<file path="config.mk">
export PLATFORM = sky130hd
export DESIGN_NAME = tfmc_core
export DESIGN_NICKNAME = d
export VERILOG_FILES = /design/src/tfmc_pkg.sv /design/src/tfmc_core.sv /design/src/tfmc_pwm_meter.sv
export SDC_FILE = /design/constraint.sdc
export NUM_CORES = 2
export LEC_CHECK = 0
export ABC_AREA = 1
export ABC_CLOCK_PERIOD_IN_PS = 9200
export BUFFER_PORTS_ARGS = -buffer_cell sky130_fd_sc_hd__buf_4
export CAP_MARGIN = 20
export CORE_ASPECT_RATIO = 2
export CORE_MARGIN = 5
export CORE_UTILIZATION = 35
export DETAILED_ROUTE_END_ITERATION = 7
export SKIP_LAST_GASP = 1
export SLEW_MARGIN = 20
export SYNTH_ARGS = -nofsm -noshare
export SYNTH_HDL_FRONTEND = slang
export SYNTH_SLANG_ARGS = --single-unit
</file>
<file path="constraint.sdc">
create_clock -name i_ref_clk -period 9.2 [get_ports i_ref_clk]
set_input_delay 2.76 -clock i_ref_clk [delete_from_list [all_inputs] [get_ports i_ref_clk]]
set_output_delay 2.76 -clock i_ref_clk [all_outputs]
set_load 0.01 [all_outputs]
</file>
<file path="src/tfmc_pkg.sv">
// Shared constants and types for the thyristor firing mode control block
package tfmc_pkg;
  // Register port widths
  localparam int TFMC_ADDR_W = 4;
  localparam int TFMC_DATA_W = 16;
  // Register word offsets
  localparam logic [3:0] TFMC_REG_CTRL    = 4'h0;
  localparam logic [3:0] TFMC_REG_DEMAND  = 4'h1;
  localparam logic [3:0] TFMC_REG_BURST   = 4'h2;
  localparam logic [3:0] TFMC_REG_MIN_ON  = 4'h3;
  localparam logic [3:0] TFMC_REG_DELAY   = 4'h4;
  localparam logic [3:0] TFMC_REG_CAP     = 4'h5;
  localparam logic [3:0] TFMC_REG_SHUTOFF = 4'h6;
  localparam logic [3:0] TFMC_REG_STATUS  = 4'h7;
  localparam logic [3:0] TFMC_REG_PWM     = 4'h8;
  // Control register field positions
  localparam int TFMC_CTRL_MODE_LSB = 0;
  localparam int TFMC_CTRL_SOFT_BIT = 2;
  localparam int TFMC_CTRL_LIM_BIT  = 3;
  localparam int TFMC_CTRL_IFS_LSB  = 4;
  // Firing modes
  typedef enum logic [1:0] {
    TFMC_FIXED    = 2'h0,
    TFMC_VARIABLE = 2'h1,
    TFMC_HALF     = 2'h2,
    TFMC_PHASE    = 2'h3
  } tfmc_mode_type;
  // Input function code that selects the PWM demand source
  localparam logic [3:0] TFMC_IFS_PWM = 4'h7;
  // Percent and angle figures, burst and minimum-run limits
  localparam logic [6:0] TFMC_PCT_FULL  = 7'h64;
  localparam logic [7:0] TFMC_DEG_HALF  = 8'hb4;
  localparam logic [7:0] TFMC_DELAY_MAX = 8'h5a;
  localparam logic [7:0] TFMC_BURST_MIN = 8'h01;
  localparam logic [7:0] TFMC_BURST_MAX = 8'hc8;
  localparam logic [3:0] TFMC_MINON_MIN = 4'h1;
  localparam logic [3:0] TFMC_MINON_MAX = 4'ha;
  // Reset values
  localparam logic [15:0] TFMC_SHUTOFF_RST = 16'h0032;
  // Timing: clock rate, centisecond tick, PWM sampling tick, slowest PWM rate
  localparam longint TFMC_CLK_HZ      = 25000000;
  localparam longint TFMC_CS_TIME_MS  = 10;
  localparam longint TFMC_CS_CLKS     = TFMC_CLK_HZ * TFMC_CS_TIME_MS / 1000;
  localparam longint TFMC_PWM_TICK_US = 100;
  localparam longint TFMC_PWM_TICK_CLKS = TFMC_CLK_HZ * TFMC_PWM_TICK_US / 1000000;
  localparam longint TFMC_PWM_MIN_MHZ = 30;
  localparam longint TFMC_PWM_MAX_TICKS =
    (1000000 / TFMC_PWM_TICK_US) * 1000 / TFMC_PWM_MIN_MHZ;
  // PWM measurement states
  typedef enum logic [1:0] {
    TFMC_MEAS = 2'b01,
    TFMC_DIV  = 2'b10
  } tfmc_meter_type;
endpackage

</file>
<file path="src/tfmc_core.sv">
// Thyristor firing mode control: burst and phase scheduling with registers
`timescale 1ns/1ns
module tfmc_core
  import tfmc_pkg::*;
#(
  parameter int CS_CLKS   = int'(TFMC_CS_CLKS),
  parameter int PWM_TICKS = int'(TFMC_PWM_MAX_TICKS)
)(
  // Clock and reset
  input  wire logic                   i_ref_clk,
  input  wire logic                   i_rst_n,
  // Mains, load and PWM demand pins
  input  wire logic                   i_zero_cross,
  input  wire logic                   i_over_limit,
  input  wire logic                   i_pwm_pin,
  // Register port
  input  wire logic [TFMC_ADDR_W-1:0] i_addr,
  input  wire logic [TFMC_DATA_W-1:0] i_wdata,
  input  wire logic                   i_wr,
  input  wire logic                   i_rd,
  output logic      [TFMC_DATA_W-1:0] o_rdata,
  // Gate drive and applied demand
  output logic                        o_fire,
  output logic      [6:0]             o_demand
);
  logic [2:0]  cross_reg, cross_next, ov_reg, ov_next;
  logic [19:0] hc_cnt_reg, hc_cnt_next, hc_len_reg, hc_len_next;
  logic        half_reg, half_next, cross_edge, over, boundary;
  logic [17:0] cs_tick_reg, cs_tick_next;
  logic [14:0] cs_reg, cs_next;
  logic [7:0]  ctrl_reg, ctrl_next, burst_reg, burst_next, delay_reg, delay_next;
  logic [6:0]  dem_reg, dem_next, cap_reg, cap_next, pwm_dem;
  logic [3:0]  min_on_reg, min_on_next;
  logic [15:0] shut_reg, shut_next, off_reg, off_next;
  logic [15:0] rdata_reg, rdata_next;
  logic [6:0]  app_reg, app_next, ramp_reg, ramp_next, src, capped, eff;
  logic        slot_reg, slot_next, first_reg, first_next, fire_reg, fire_next, fire_ok;
  logic [3:0]  left_reg, left_next;
  logic signed [11:0] acc_reg, acc_next, acc_sum;
  tfmc_mode_type mode;
  logic        soft_en, lim_en, pwm_sel;

  assign mode    = tfmc_mode_type'(ctrl_reg[TFMC_CTRL_MODE_LSB +: 2]);
  assign soft_en = ctrl_reg[TFMC_CTRL_SOFT_BIT];
  assign lim_en  = ctrl_reg[TFMC_CTRL_LIM_BIT];
  assign pwm_sel = (ctrl_reg[TFMC_CTRL_IFS_LSB +: 4] == TFMC_IFS_PWM);
  assign o_rdata  = rdata_reg;
  assign o_fire   = fire_reg;
  assign o_demand = app_reg;

  // Duty measurement of the digital demand input
  tfmc_pwm_meter #(
    .TICK_CLKS (int'(TFMC_PWM_TICK_CLKS)),
    .MAX_TICKS (PWM_TICKS)
  ) u_meter (
    .i_ref_clk (i_ref_clk),
    .i_rst_n   (i_rst_n),
    .i_pwm_pin (i_pwm_pin),
    .o_demand  (pwm_dem)
  );

  // Pin synchronisers, half-cycle length and centisecond time base
  assign cross_edge = cross_reg[1] & ~cross_reg[2];
  assign over    = ov_reg[1];
  assign boundary = cross_edge && ((mode == TFMC_HALF) || half_reg);
  always_comb
  begin
    cross_next   = {cross_reg[1:0], i_zero_cross};
    ov_next      = {ov_reg[1:0], i_over_limit};
    hc_cnt_next  = cross_edge ? 20'h00000 :
                   (&hc_cnt_reg ? hc_cnt_reg : hc_cnt_reg + 20'h00001);
    hc_len_next  = cross_edge ? hc_cnt_reg : hc_len_reg;
    half_next    = cross_edge ? ~half_reg : half_reg;
    cs_tick_next = (cs_tick_reg == 18'(CS_CLKS - 1)) ? 18'h00000 : cs_tick_reg + 18'h00001;
  end

  always_ff @(posedge i_ref_clk or negedge i_rst_n)
  begin
    if (!i_rst_n)
    begin
      cross_reg   <= 3'h0;
      ov_reg      <= 3'h0;
      hc_cnt_reg  <= 20'h00000;
      hc_len_reg  <= 20'h00000;
      half_reg    <= 1'b0;
      cs_tick_reg <= 18'h00000;
    end
    else
    begin
      cross_reg   <= cross_next;
      ov_reg      <= ov_next;
      hc_cnt_reg  <= hc_cnt_next;
      hc_len_reg  <= hc_len_next;
      half_reg    <= half_next;
      cs_tick_reg <= cs_tick_next;
    end
  end

  // Register writes with range clamps and registered read data
  always_comb
  begin
    ctrl_next   = ctrl_reg;
    dem_next    = dem_reg;
    burst_next  = burst_reg;
    min_on_next = min_on_reg;
    delay_next  = delay_reg;
    cap_next    = cap_reg;
    shut_next   = shut_reg;
    rdata_next  = 16'h0000;
    if (i_wr)
    begin
      case (i_addr)
        TFMC_REG_CTRL:    ctrl_next = i_wdata[7:0];
        TFMC_REG_DEMAND:  dem_next = (i_wdata > 16'(TFMC_PCT_FULL)) ? TFMC_PCT_FULL : i_wdata[6:0];
        TFMC_REG_BURST:   burst_next = (i_wdata < 16'(TFMC_BURST_MIN)) ? TFMC_BURST_MIN :
                                       (i_wdata > 16'(TFMC_BURST_MAX)) ? TFMC_BURST_MAX :
                                       i_wdata[7:0];
        TFMC_REG_MIN_ON:  min_on_next = (i_wdata < 16'(TFMC_MINON_MIN)) ? TFMC_MINON_MIN :
                                        (i_wdata > 16'(TFMC_MINON_MAX)) ? TFMC_MINON_MAX :
                                        i_wdata[3:0];
        TFMC_REG_DELAY:   delay_next = (i_wdata > 16'(TFMC_DELAY_MAX)) ? TFMC_DELAY_MAX :
                                       i_wdata[7:0];
        TFMC_REG_CAP:     cap_next = (i_wdata > 16'(TFMC_PCT_FULL)) ? TFMC_PCT_FULL : i_wdata[6:0];
        TFMC_REG_SHUTOFF: shut_next = i_wdata;
        default: ;
      endcase
    end
    if (i_rd)
    begin
      case (i_addr)
        TFMC_REG_CTRL:    rdata_next = {8'h00, ctrl_reg};
        TFMC_REG_DEMAND:  rdata_next = {9'h000, dem_reg};
        TFMC_REG_BURST:   rdata_next = {8'h00, burst_reg};
        TFMC_REG_MIN_ON:  rdata_next = {12'h000, min_on_reg};
        TFMC_REG_DELAY:   rdata_next = {8'h00, delay_reg};
        TFMC_REG_CAP:     rdata_next = {9'h000, cap_reg};
        TFMC_REG_SHUTOFF: rdata_next = shut_reg;
        TFMC_REG_STATUS:  rdata_next = {fire_reg, slot_reg, over, 6'h00, app_reg};
        TFMC_REG_PWM:     rdata_next = {9'h000, pwm_dem};
        default:          rdata_next = 16'h0000;
      endcase
    end
  end

  always_ff @(posedge i_ref_clk or negedge i_rst_n)
  begin
    if (!i_rst_n)
    begin
      ctrl_reg   <= 8'h00;
      dem_reg    <= 7'h00;
      burst_reg  <= TFMC_BURST_MIN;
      min_on_reg <= TFMC_MINON_MIN;
      delay_reg  <= 8'h00;
      cap_reg    <= TFMC_PCT_FULL;
      shut_reg   <= TFMC_SHUTOFF_RST;
      rdata_reg  <= 16'h0000;
    end
    else
    begin
      ctrl_reg   <= ctrl_next;
      dem_reg    <= dem_next;
      burst_reg  <= burst_next;
      min_on_reg <= min_on_next;
      delay_reg  <= delay_next;
      cap_reg    <= cap_next;
      shut_reg   <= shut_next;
      rdata_reg  <= rdata_next;
    end
  end

  // Demand source, RMS cap and soft-start ramp
  always_comb
  begin
    src    = pwm_sel ? pwm_dem : dem_reg;
    capped = (lim_en && over && src > cap_reg) ? cap_reg : src;
    eff    = (soft_en && capped > ramp_reg) ? ramp_reg : capped;
  end

  // Burst and phase scheduling, taken only at cycle boundaries, or at every half-cycle in half mode
  assign acc_sum = acc_reg + 12'(app_next);
  always_comb
  begin
    app_next   = app_reg;
    ramp_next  = ramp_reg;
    off_next   = off_reg;
    slot_next  = slot_reg;
    first_next = cross_edge ? 1'b0 : first_reg;
    left_next  = left_reg;
    acc_next   = acc_reg;
    cs_next    = (cs_tick_reg == 18'(CS_CLKS - 1)) ? cs_reg + 15'h0001 : cs_reg;
    if (boundary)
    begin
      app_next = eff;
      off_next = (capped != 7'h00) ? 16'h0000 : (&off_reg ? off_reg : off_reg + 16'h0001);
      if (off_reg > shut_reg)
        ramp_next = 7'h00;
      else if (ramp_reg < capped && !over)
        ramp_next = ramp_reg + 7'h01;
      case (mode)
        TFMC_FIXED:
        begin
          if (cs_reg >= 15'(burst_reg) * 15'(TFMC_PCT_FULL))
            cs_next = 15'h0000;
          slot_next = (cs_next < 15'(burst_reg) * 15'(app_next));
        end
        TFMC_VARIABLE, TFMC_HALF:
        begin
          if (left_reg != 4'h0)
          begin
            slot_next = 1'b1;
            left_next = left_reg - 4'h1;
            acc_next  = acc_sum - 12'(TFMC_PCT_FULL);
          end
          else if (acc_sum >= $signed(12'(TFMC_PCT_FULL)))
          begin
            slot_next = 1'b1;
            left_next = (mode == TFMC_HALF) ? 4'h0 : min_on_reg - 4'h1;
            acc_next  = acc_sum - 12'(TFMC_PCT_FULL);
          end
          else
          begin
            slot_next = 1'b0;
            acc_next  = acc_sum;
          end
        end
        default: slot_next = (app_next != 7'h00);
      endcase
      first_next = slot_next && !slot_reg && (mode == TFMC_FIXED || mode == TFMC_VARIABLE);
    end
    if (ctrl_next[TFMC_CTRL_MODE_LSB + 1])
      first_next = 1'b0; // Half or phase mode about to apply
  end

  // Firing point inside the half-cycle
  always_comb
  begin
    if (mode == TFMC_PHASE)
      fire_ok = 27'(hc_cnt_reg) * 27'(TFMC_PCT_FULL) >=
                27'(hc_len_reg) * 27'(TFMC_PCT_FULL - app_reg);
    else if (first_reg)
      fire_ok = 28'(hc_cnt_reg) * 28'(TFMC_DEG_HALF) >=
                28'(hc_len_reg) * 28'(delay_reg);
    else
      fire_ok = 1'b1;
    fire_next = slot_reg && fire_ok && !cross_edge;
  end

  always_ff @(posedge i_ref_clk or negedge i_rst_n)
  begin
    if (!i_rst_n)
    begin
      app_reg   <= 7'h00;
      ramp_reg  <= 7'h00;
      off_reg   <= 16'h0000;
      slot_reg  <= 1'b0;
      first_reg <= 1'b0;
      left_reg  <= 4'h0;
      acc_reg   <= 12'sh000;
      cs_reg    <= 15'h0000;
      fire_reg  <= 1'b0;
    end
    else
    begin
      app_reg   <= app_next;
      ramp_reg  <= ramp_next;
      off_reg   <= off_next;
      slot_reg  <= slot_next;
      first_reg <= first_next;
      left_reg  <= left_next;
      acc_reg   <= acc_next;
      cs_reg    <= cs_next;
      fire_reg  <= fire_next;
    end
  end
endmodule

</file>
<file path="src/tfmc_pwm_meter.sv">
// PWM demand meter: duty ratio of the digital input in percent
`timescale 1ns/1ns
module tfmc_pwm_meter
  import tfmc_pkg::*;
#(
  parameter int TICK_CLKS = int'(TFMC_PWM_TICK_CLKS),
  parameter int MAX_TICKS = int'(TFMC_PWM_MAX_TICKS)
)(
  // Clock and reset
  input  wire logic       i_ref_clk,
  input  wire logic       i_rst_n,
  // Demand pin from the external controller
  input  wire logic       i_pwm_pin,
  // Measured demand
  output logic      [6:0] o_demand
);
  logic [2:0]     sync_reg, sync_next;
  logic [11:0]    tick_reg, tick_next;
  logic [19:0]    high_reg, high_next, low_reg, low_next;
  logic [26:0]    rem_reg, rem_next;
  logic [19:0]    den_reg, den_next;
  logic [6:0]     q_reg, q_next, dem_reg, dem_next;
  tfmc_meter_type st_reg, st_next;
  logic           tick, rise;

  assign tick = (tick_reg == 12'(TICK_CLKS - 1));
  assign rise = sync_reg[1] & ~sync_reg[2];
  assign o_demand = dem_reg;

  // High and low times in ticks; divide at a rising edge when both are non-zero
  always_comb
  begin
    sync_next = {sync_reg[1:0], i_pwm_pin};
    tick_next = tick ? 12'h000 : tick_reg + 12'h001;
    high_next = high_reg;
    low_next  = low_reg;
    rem_next  = rem_reg;
    den_next  = den_reg;
    q_next    = q_reg;
    dem_next  = dem_reg;
    st_next   = st_reg;
    if (tick && (high_reg + low_reg) < 20'(MAX_TICKS))
    begin
      if (sync_reg[2])
        high_next = high_reg + 20'h00001;
      else
        low_next = low_reg + 20'h00001;
    end
    // Period tracks itself; no edge within the slowest period means a steady level
    if ((high_reg + low_reg) >= 20'(MAX_TICKS))
      dem_next = sync_reg[2] ? TFMC_PCT_FULL : 7'h00;
    case (st_reg)
      TFMC_MEAS:
      begin
        if (rise)
        begin
          high_next = 20'h00000;
          low_next  = 20'h00000;
          if (high_reg != 20'h00000 && low_reg != 20'h00000)
          begin
            rem_next = 27'(high_reg) * 27'(TFMC_PCT_FULL); // High over high plus low
            den_next = high_reg + low_reg;
            q_next   = 7'h00;
            st_next  = TFMC_DIV;
          end
        end
      end
      TFMC_DIV:
      begin
        if (rem_reg >= 27'(den_reg))
        begin
          rem_next = rem_reg - 27'(den_reg);
          q_next   = q_reg + 7'h01;
        end
        else
        begin
          dem_next = q_reg;
          st_next  = TFMC_MEAS;
        end
      end
      default: st_next = TFMC_MEAS;
    endcase
  end

  // State registers
  always_ff @(posedge i_ref_clk or negedge i_rst_n)
  begin
    if (!i_rst_n)
    begin
      sync_reg <= 3'h0;
      tick_reg <= 12'h000;
      high_reg <= 20'h00000;
      low_reg  <= 20'h00000;
      rem_reg  <= 27'h0000000;
      den_reg  <= 20'h00000;
      q_reg    <= 7'h00;
      dem_reg  <= 7'h00;
      st_reg   <= TFMC_MEAS;
    end
    else
    begin
      sync_reg <= sync_next;
      tick_reg <= tick_next;
      high_reg <= high_next;
      low_reg  <= low_next;
      rem_reg  <= rem_next;
      den_reg  <= den_next;
      q_reg    <= q_next;
      dem_reg  <= dem_next;
      st_reg   <= st_next;
    end
  end
endmodule

</file>
# Word level (Yosys, flattened, before mapping)
# Cells that the tools add are included.
# totals
register_bits	320
input_bits	27
out_inout_bits	24
elab_cells	210
# op_classes
add_sub_neg	16
mul	7
n_lt_le_gt_ge	17
n_eq_ne	22
mux	66
n_bitwise	5
reduce_logical	44
# op_table
operator	n
$mux W20	10
$pmux W16 S9	1
$mux W7	14
$mux W15	6
$mux W27	3
$add A20 B1 Y20 const B	3
$pmux W27 S2	1
$mul A20 B5 Y25 const B	2
$mux W16	3
$reduce_bool A20 Y1	2
$mux W12	3
$gt A16 B7 Y1 const B	2
$ge A28 B28 Y1	1
$mul A20 B8 Y28	1
$ge A27 B20 Y1	1
$ge A27 B27 Y1	1
$mul A21 B8 Y27	1
$sub A27 B20 Y27	1
$mul A20 B6 Y26 const B	1
$mux W8	3
$add A20 B20 Y20	1
$eq A4 B3 Y1 const B	5
$ge A20 B19 Y1 const B	1
$lt A20 B19 Y1 const B	1
53 further kinds	109

# Depth between registers and ports, before layout
# logic_depth
depth_word	19
mapped_depth	52
depth_no_buf	49

# Cells and area by module
# A second synthesis with hierarchy kept.
# unflattened
hier_cells	5238
area_unflattened_um2	39604.2
# modules_own_cells
module	instances	cells_per_inst	area_each_um2	seq_area_each_um2
tfmc_core	1	3608	28453.5	5064.9
tfmc_pwm_meter	1	1630	11150.7	2954.1

# Least setup slack after synthesis
# No wires, ideal clock.
# synth_timing
path_type	flip-flop to flip-flop
start	reg ctrl_reg[7]
end	reg first_reg
setup_time_ns	0.066
arrival_ns	7.870
required_ns	9.134
path_slack_ns	1.264
stages_incl_launch_ff	49
n_path_buf	3
synth_period_minus_slack_ns	7.936
cell_sequence	dfrtp_1 nor2_2 nand3_2 buf_6 o21ai_0 ha_1 nand2_2 inv_2 a21oi_2 nand2_4 nand2_4 buf_6 nor2_1 a21oi_1 ha_1 inv_1 o21bai_1 nor2_4 [13 not listed] a21oi_1 o21bai_1 a21oi_1 o21bai_1 a21oi_1 o21bai_1 a21oi_1 nor2_1 nor2_1 xor2_1 ha_1 nand2_1 nor2_1 nor4_1 nand2_1 nand2_1 nand4_1 nand2_1
# synth_via
elab_chain_len	19
elab_cells_between_ends	22
cone_classes	add/sub (1); mul (1); order compare (4); eq/ne (1); mux (10); reduce/logical (5)
# synth_lines
element	line_no	source
start: declaration	tfmc_core.sv:31	logic [7:0] ctrl_reg, ctrl_next, burst_reg, burst_next, delay_reg, delay_next;
start signal: assignment	tfmc_core.sv:160	ctrl_reg <= ctrl_next;
$eq A4 B3 Y1 *	tfmc_core.sv:46	assign pwm_sel = (ctrl_reg[TFMC_CTRL_IFS_LSB +: 4] == TFMC_IFS_PWM);
$mux W7 *	tfmc_core.sv:174	src = pwm_sel ? pwm_dem : dem_reg;
$gt A7 B7 Y1	tfmc_core.sv:175	capped = (lim_en && over && src > cap_reg) ? cap_reg : src;
$logic_and A1 B1 Y1	tfmc_core.sv:175	
$mux W7 *	tfmc_core.sv:175	
$gt A7 B7 Y1	tfmc_core.sv:176	eff = (soft_en && capped > ramp_reg) ? ramp_reg : capped;
$logic_and A1 B1 Y1	tfmc_core.sv:176	
$mux W7 *	tfmc_core.sv:176	
parallel branches: the longest is 5 deep, another holds $mul A8 B7 Y15	--	
$pmux W1 S2 *	tfmc_core.sv:199	case (mode)
$mux W1 *	tfmc_core.sv:191	if (boundary)
$logic_and A1 B1 Y1 * (2 in a row)	tfmc_core.sv:228	first_next = slot_next && !slot_reg && (mode == TFMC_FIXED || mode == TFMC_VARIABLE);
$mux W1 *	tfmc_core.sv:191	
$mux W1 *	tfmc_core.sv:230	if (ctrl_next[TFMC_CTRL_MODE_LSB + 1])
end signal: assignment	tfmc_core.sv:268	first_reg <= first_next;
end: declaration	tfmc_core.sv:37	logic slot_reg, slot_next, first_reg, first_next, fire_reg, fire_next, fire_ok;
# Mark *: on every way between the ends. The select of a mux whose other input is x is not followed.
# A chain may end at the register's enable or synchronous reset.

# Worst setup path after layout
# Same ends and word-level chain as after synthesis.

==> results.md <==
* Commonest non-fill, non-tap cell in the layout: inv_1
* #FFs+latches synth at 320
* Die ar. at 0.118 mm²
* WS Path Type: register to register
* I/O pin cnt at 51
* Status: finished clean
* Top-area cell type share of the netlist area at 20.0%
* Layout Utilization at 38.3%
* Final setup violation count at 0
* Synth Warn # at 0
* Via density at 5.03
* Clk slew on worst S/H paths at 0.07 ns
* Initial antenna violation count at 5
* CTS buffer count at 40
* Placed Instance Area at 0.0410 mm²
* Sequential share of the synthesized area at 20.6%
* Crit path DAT at 9.18 ns
* NumNets Final at 5969
* Clk_lat worst skew at 0.61 ns
* Endpoint class of the critical path: register
* Fmax at 0.116 GHz
* Initial DRC count at 1695
* Top cells by area, synth: dfrtp_1 20%, ha_1 17%, fa_1 16%
* First-pass DRT Iterations at 6
* Max-slew violations at 0
* PortBufs at 50
* CTS tree: built
* Gpl congestion at 0.936
* Core ar. at 0.111 mm²
* Setup TNS at 0 ns
* Hold Crit Class: register to register
* Finished Cell Area at 0.0424 mm²
* Remaining global-route overflow at 0
* Width of the die at 246 µm
* Actual slew at the worst max-slew pin at 0.981 ns
* Mapped Avg Cell Area at 7.65 µm²
* Largest stage delay, worst path at 0.58 ns
* Critical path's slowest cell: fa_1
* Cells after Synth at 5078
* Hold_ws at 0.337 ns
* Async SR Flop Fraction at 100%
* Worst slew margin at 33.9%
* Initial core utilization at 35.1%
* Layout Skew at 0.0408 ns
* Crit path max fanout at 14
* Synth Flop Type: dfrtp_1
* Row count at 173
* Leak pwr at 23.4 nW
* Pin count of the biggest net entering global routing at 137
* Antenna-violating nets left at 0
* Fin. Hold Viols at 0
* Layout cells sized above 1 at 4.42%
* Unique masters post-synth at 67
* GRT Overall Usage at 20.3%
* Leading area contributor after synthesis: dfrtp_1
* First-pass GRT wire length at 187 mm
* Tot Pwr at 7.83 mW
* Tcrit/Tclk final at 94.1%
* Vias at 33300
* Hpwl dp at 99.6 mm
* EDFF count, synth at 0
* Pwr Density at 185 mW/mm²
* Vias in the first global route at 34600
* WL/cell at 18.2 µm
* Synthesis-to-layout area growth at 9.07%
* Net Count, Synth at 5945
* Root Buffer: clkbuf_16
* Worst VDD drop at 0.000181 V
* DRC at 0
* Number of max-cap violations at 0
* CP required at 9.72 ns
* H-tree level count at 2
* Startpoint Class: register
* WL final at 121 mm
* Hold Buf Count CTS at 0
* Die Y at 481 µm
* Largest register FFs at 27
* Final worst path period need at 8.66 ns
* Most frequent cells in the layout: 1041 x inv_1, 963 x nand2_1, 524 x ha_1, 434 x nor2_1, 316 x fa_1
* Clk sink count at 320
* Cell Area, Synth at 0.0389 mm²
* Longest Clk Path Bufs at 3
[synth_stat cells, drive strengths merged, types with 2 or more instances]
cell and number:
inv 1050, nand2 970, ha 524, nor2 446, a21oi 320, fa 316, o21ai 315, dfrtp 311
nand3 148, xor2 147, clkbuf 86, xnor2 73, nand4 66, nor3 62, a31oi 39, o22ai 29
buf 18, nor4 17, o21bai 12, a21o 11, o21a 10, dfstp 9, o31ai 9, clkinv 8
o211ai 8, a211oi 7, a21boi 7, and2 7, o221ai 7, nand3b 6, nor3b 6, or2 6
a221oi 5, o221a 3, o311ai 3, a2111oi 2, a22oi 2, a31o 2, mux2 2, or4 2
[power by group]
part / internal (mW) / total [mW] / switching, mW / leakage, nW
sequential: 1.54 / 1.76 / 0.220 / 4.24
clock: 0.937 / 1.68 / 0.742 / 0.658
combinational: 1.61 / 4.40 / 2.79 / 18.5
[layer usage]
metal	global-route usage (%)	vias to the layer above	share of wire (%)
met4	17.5	6	11
met5	0	-	0.034
li1	-	16100	-
met3	1.91	416	3.0
met1	18.5	16000	32
met2	39.1	801	54
[area by class of cell]
type	instances	area, µm²
repair buffers	86	666
clock inverters	22	244
inverters	1058	3970
fillers	11700	68400
clock buffers	50	1120
well taps	1487	1860
flip-flops and latches	320	8020
multi-input cells	3596	26500
diodes	2	5.00
[path summary, 6_finish.rpt]
| check | cells after the start | to | slack, ns | start |
|---|---|---|---|---|
| max | 45 | first_reg | 0.54 | ctrl_reg[7] |
| min | 0 | cross_reg[1] | 0.34 | cross_reg[0] |
| max reg2reg | 45 | first_reg | 0.54 | ctrl_reg[7] |
| min reg2reg | 0 | cross_reg[1] | 0.34 | cross_reg[0] |
| max in group asynchronous | 2 | ramp_reg[2] | 5.72 | i_rst_n |
| min in group asynchronous | 1 | cs_tick_reg[0] | 2.19 | i_rst_n |
[logic make-up after synthesis]
logic type	Yosys count	share of synthesized area, %
AO/OA/AOI/OAI	796	11.3
flip-flops	320	20.6
adder cells (fa/ha/maj)	840	33.1
AND/OR/NAND/NOR	1737	18.5
multiplexers	3	0.0837
buffers and inverters	1162	11.3
XOR/XNOR	220	4.98
[stage by stage]
stage / worst slack (ns) / cells
3_3_place_gp: 0.139 / 6547
5_1_grt: -0.0204 / 6620
2_1_floorplan: 1.26 / 5078
3_5_place_dp: 0.153 / 6547
6_report: 0.543 / 6621
4_1_cts: 0.0744 / 6619
[critical path, delay by kind of cell, from the launching register on]
kind / cells / cell delay, ns
buf+inv: 6 / 0.38
fa+ha+maj: 8 / 3.38
compound gates: 12 / 2.02
flops: 1 / 0.41
simple gates: 18 / 2.15
xor+xnor: 1 / 0.15
[repair_timing]
action / in CTS / in global routing
resized for setup: 0 / 11
setup buffers: 0 / 0
hold endpoints to repair: 0 / 0
endpoints found under the setup margin: 0 / 2
Note: power is estimated with default switching activity, not from simulation.
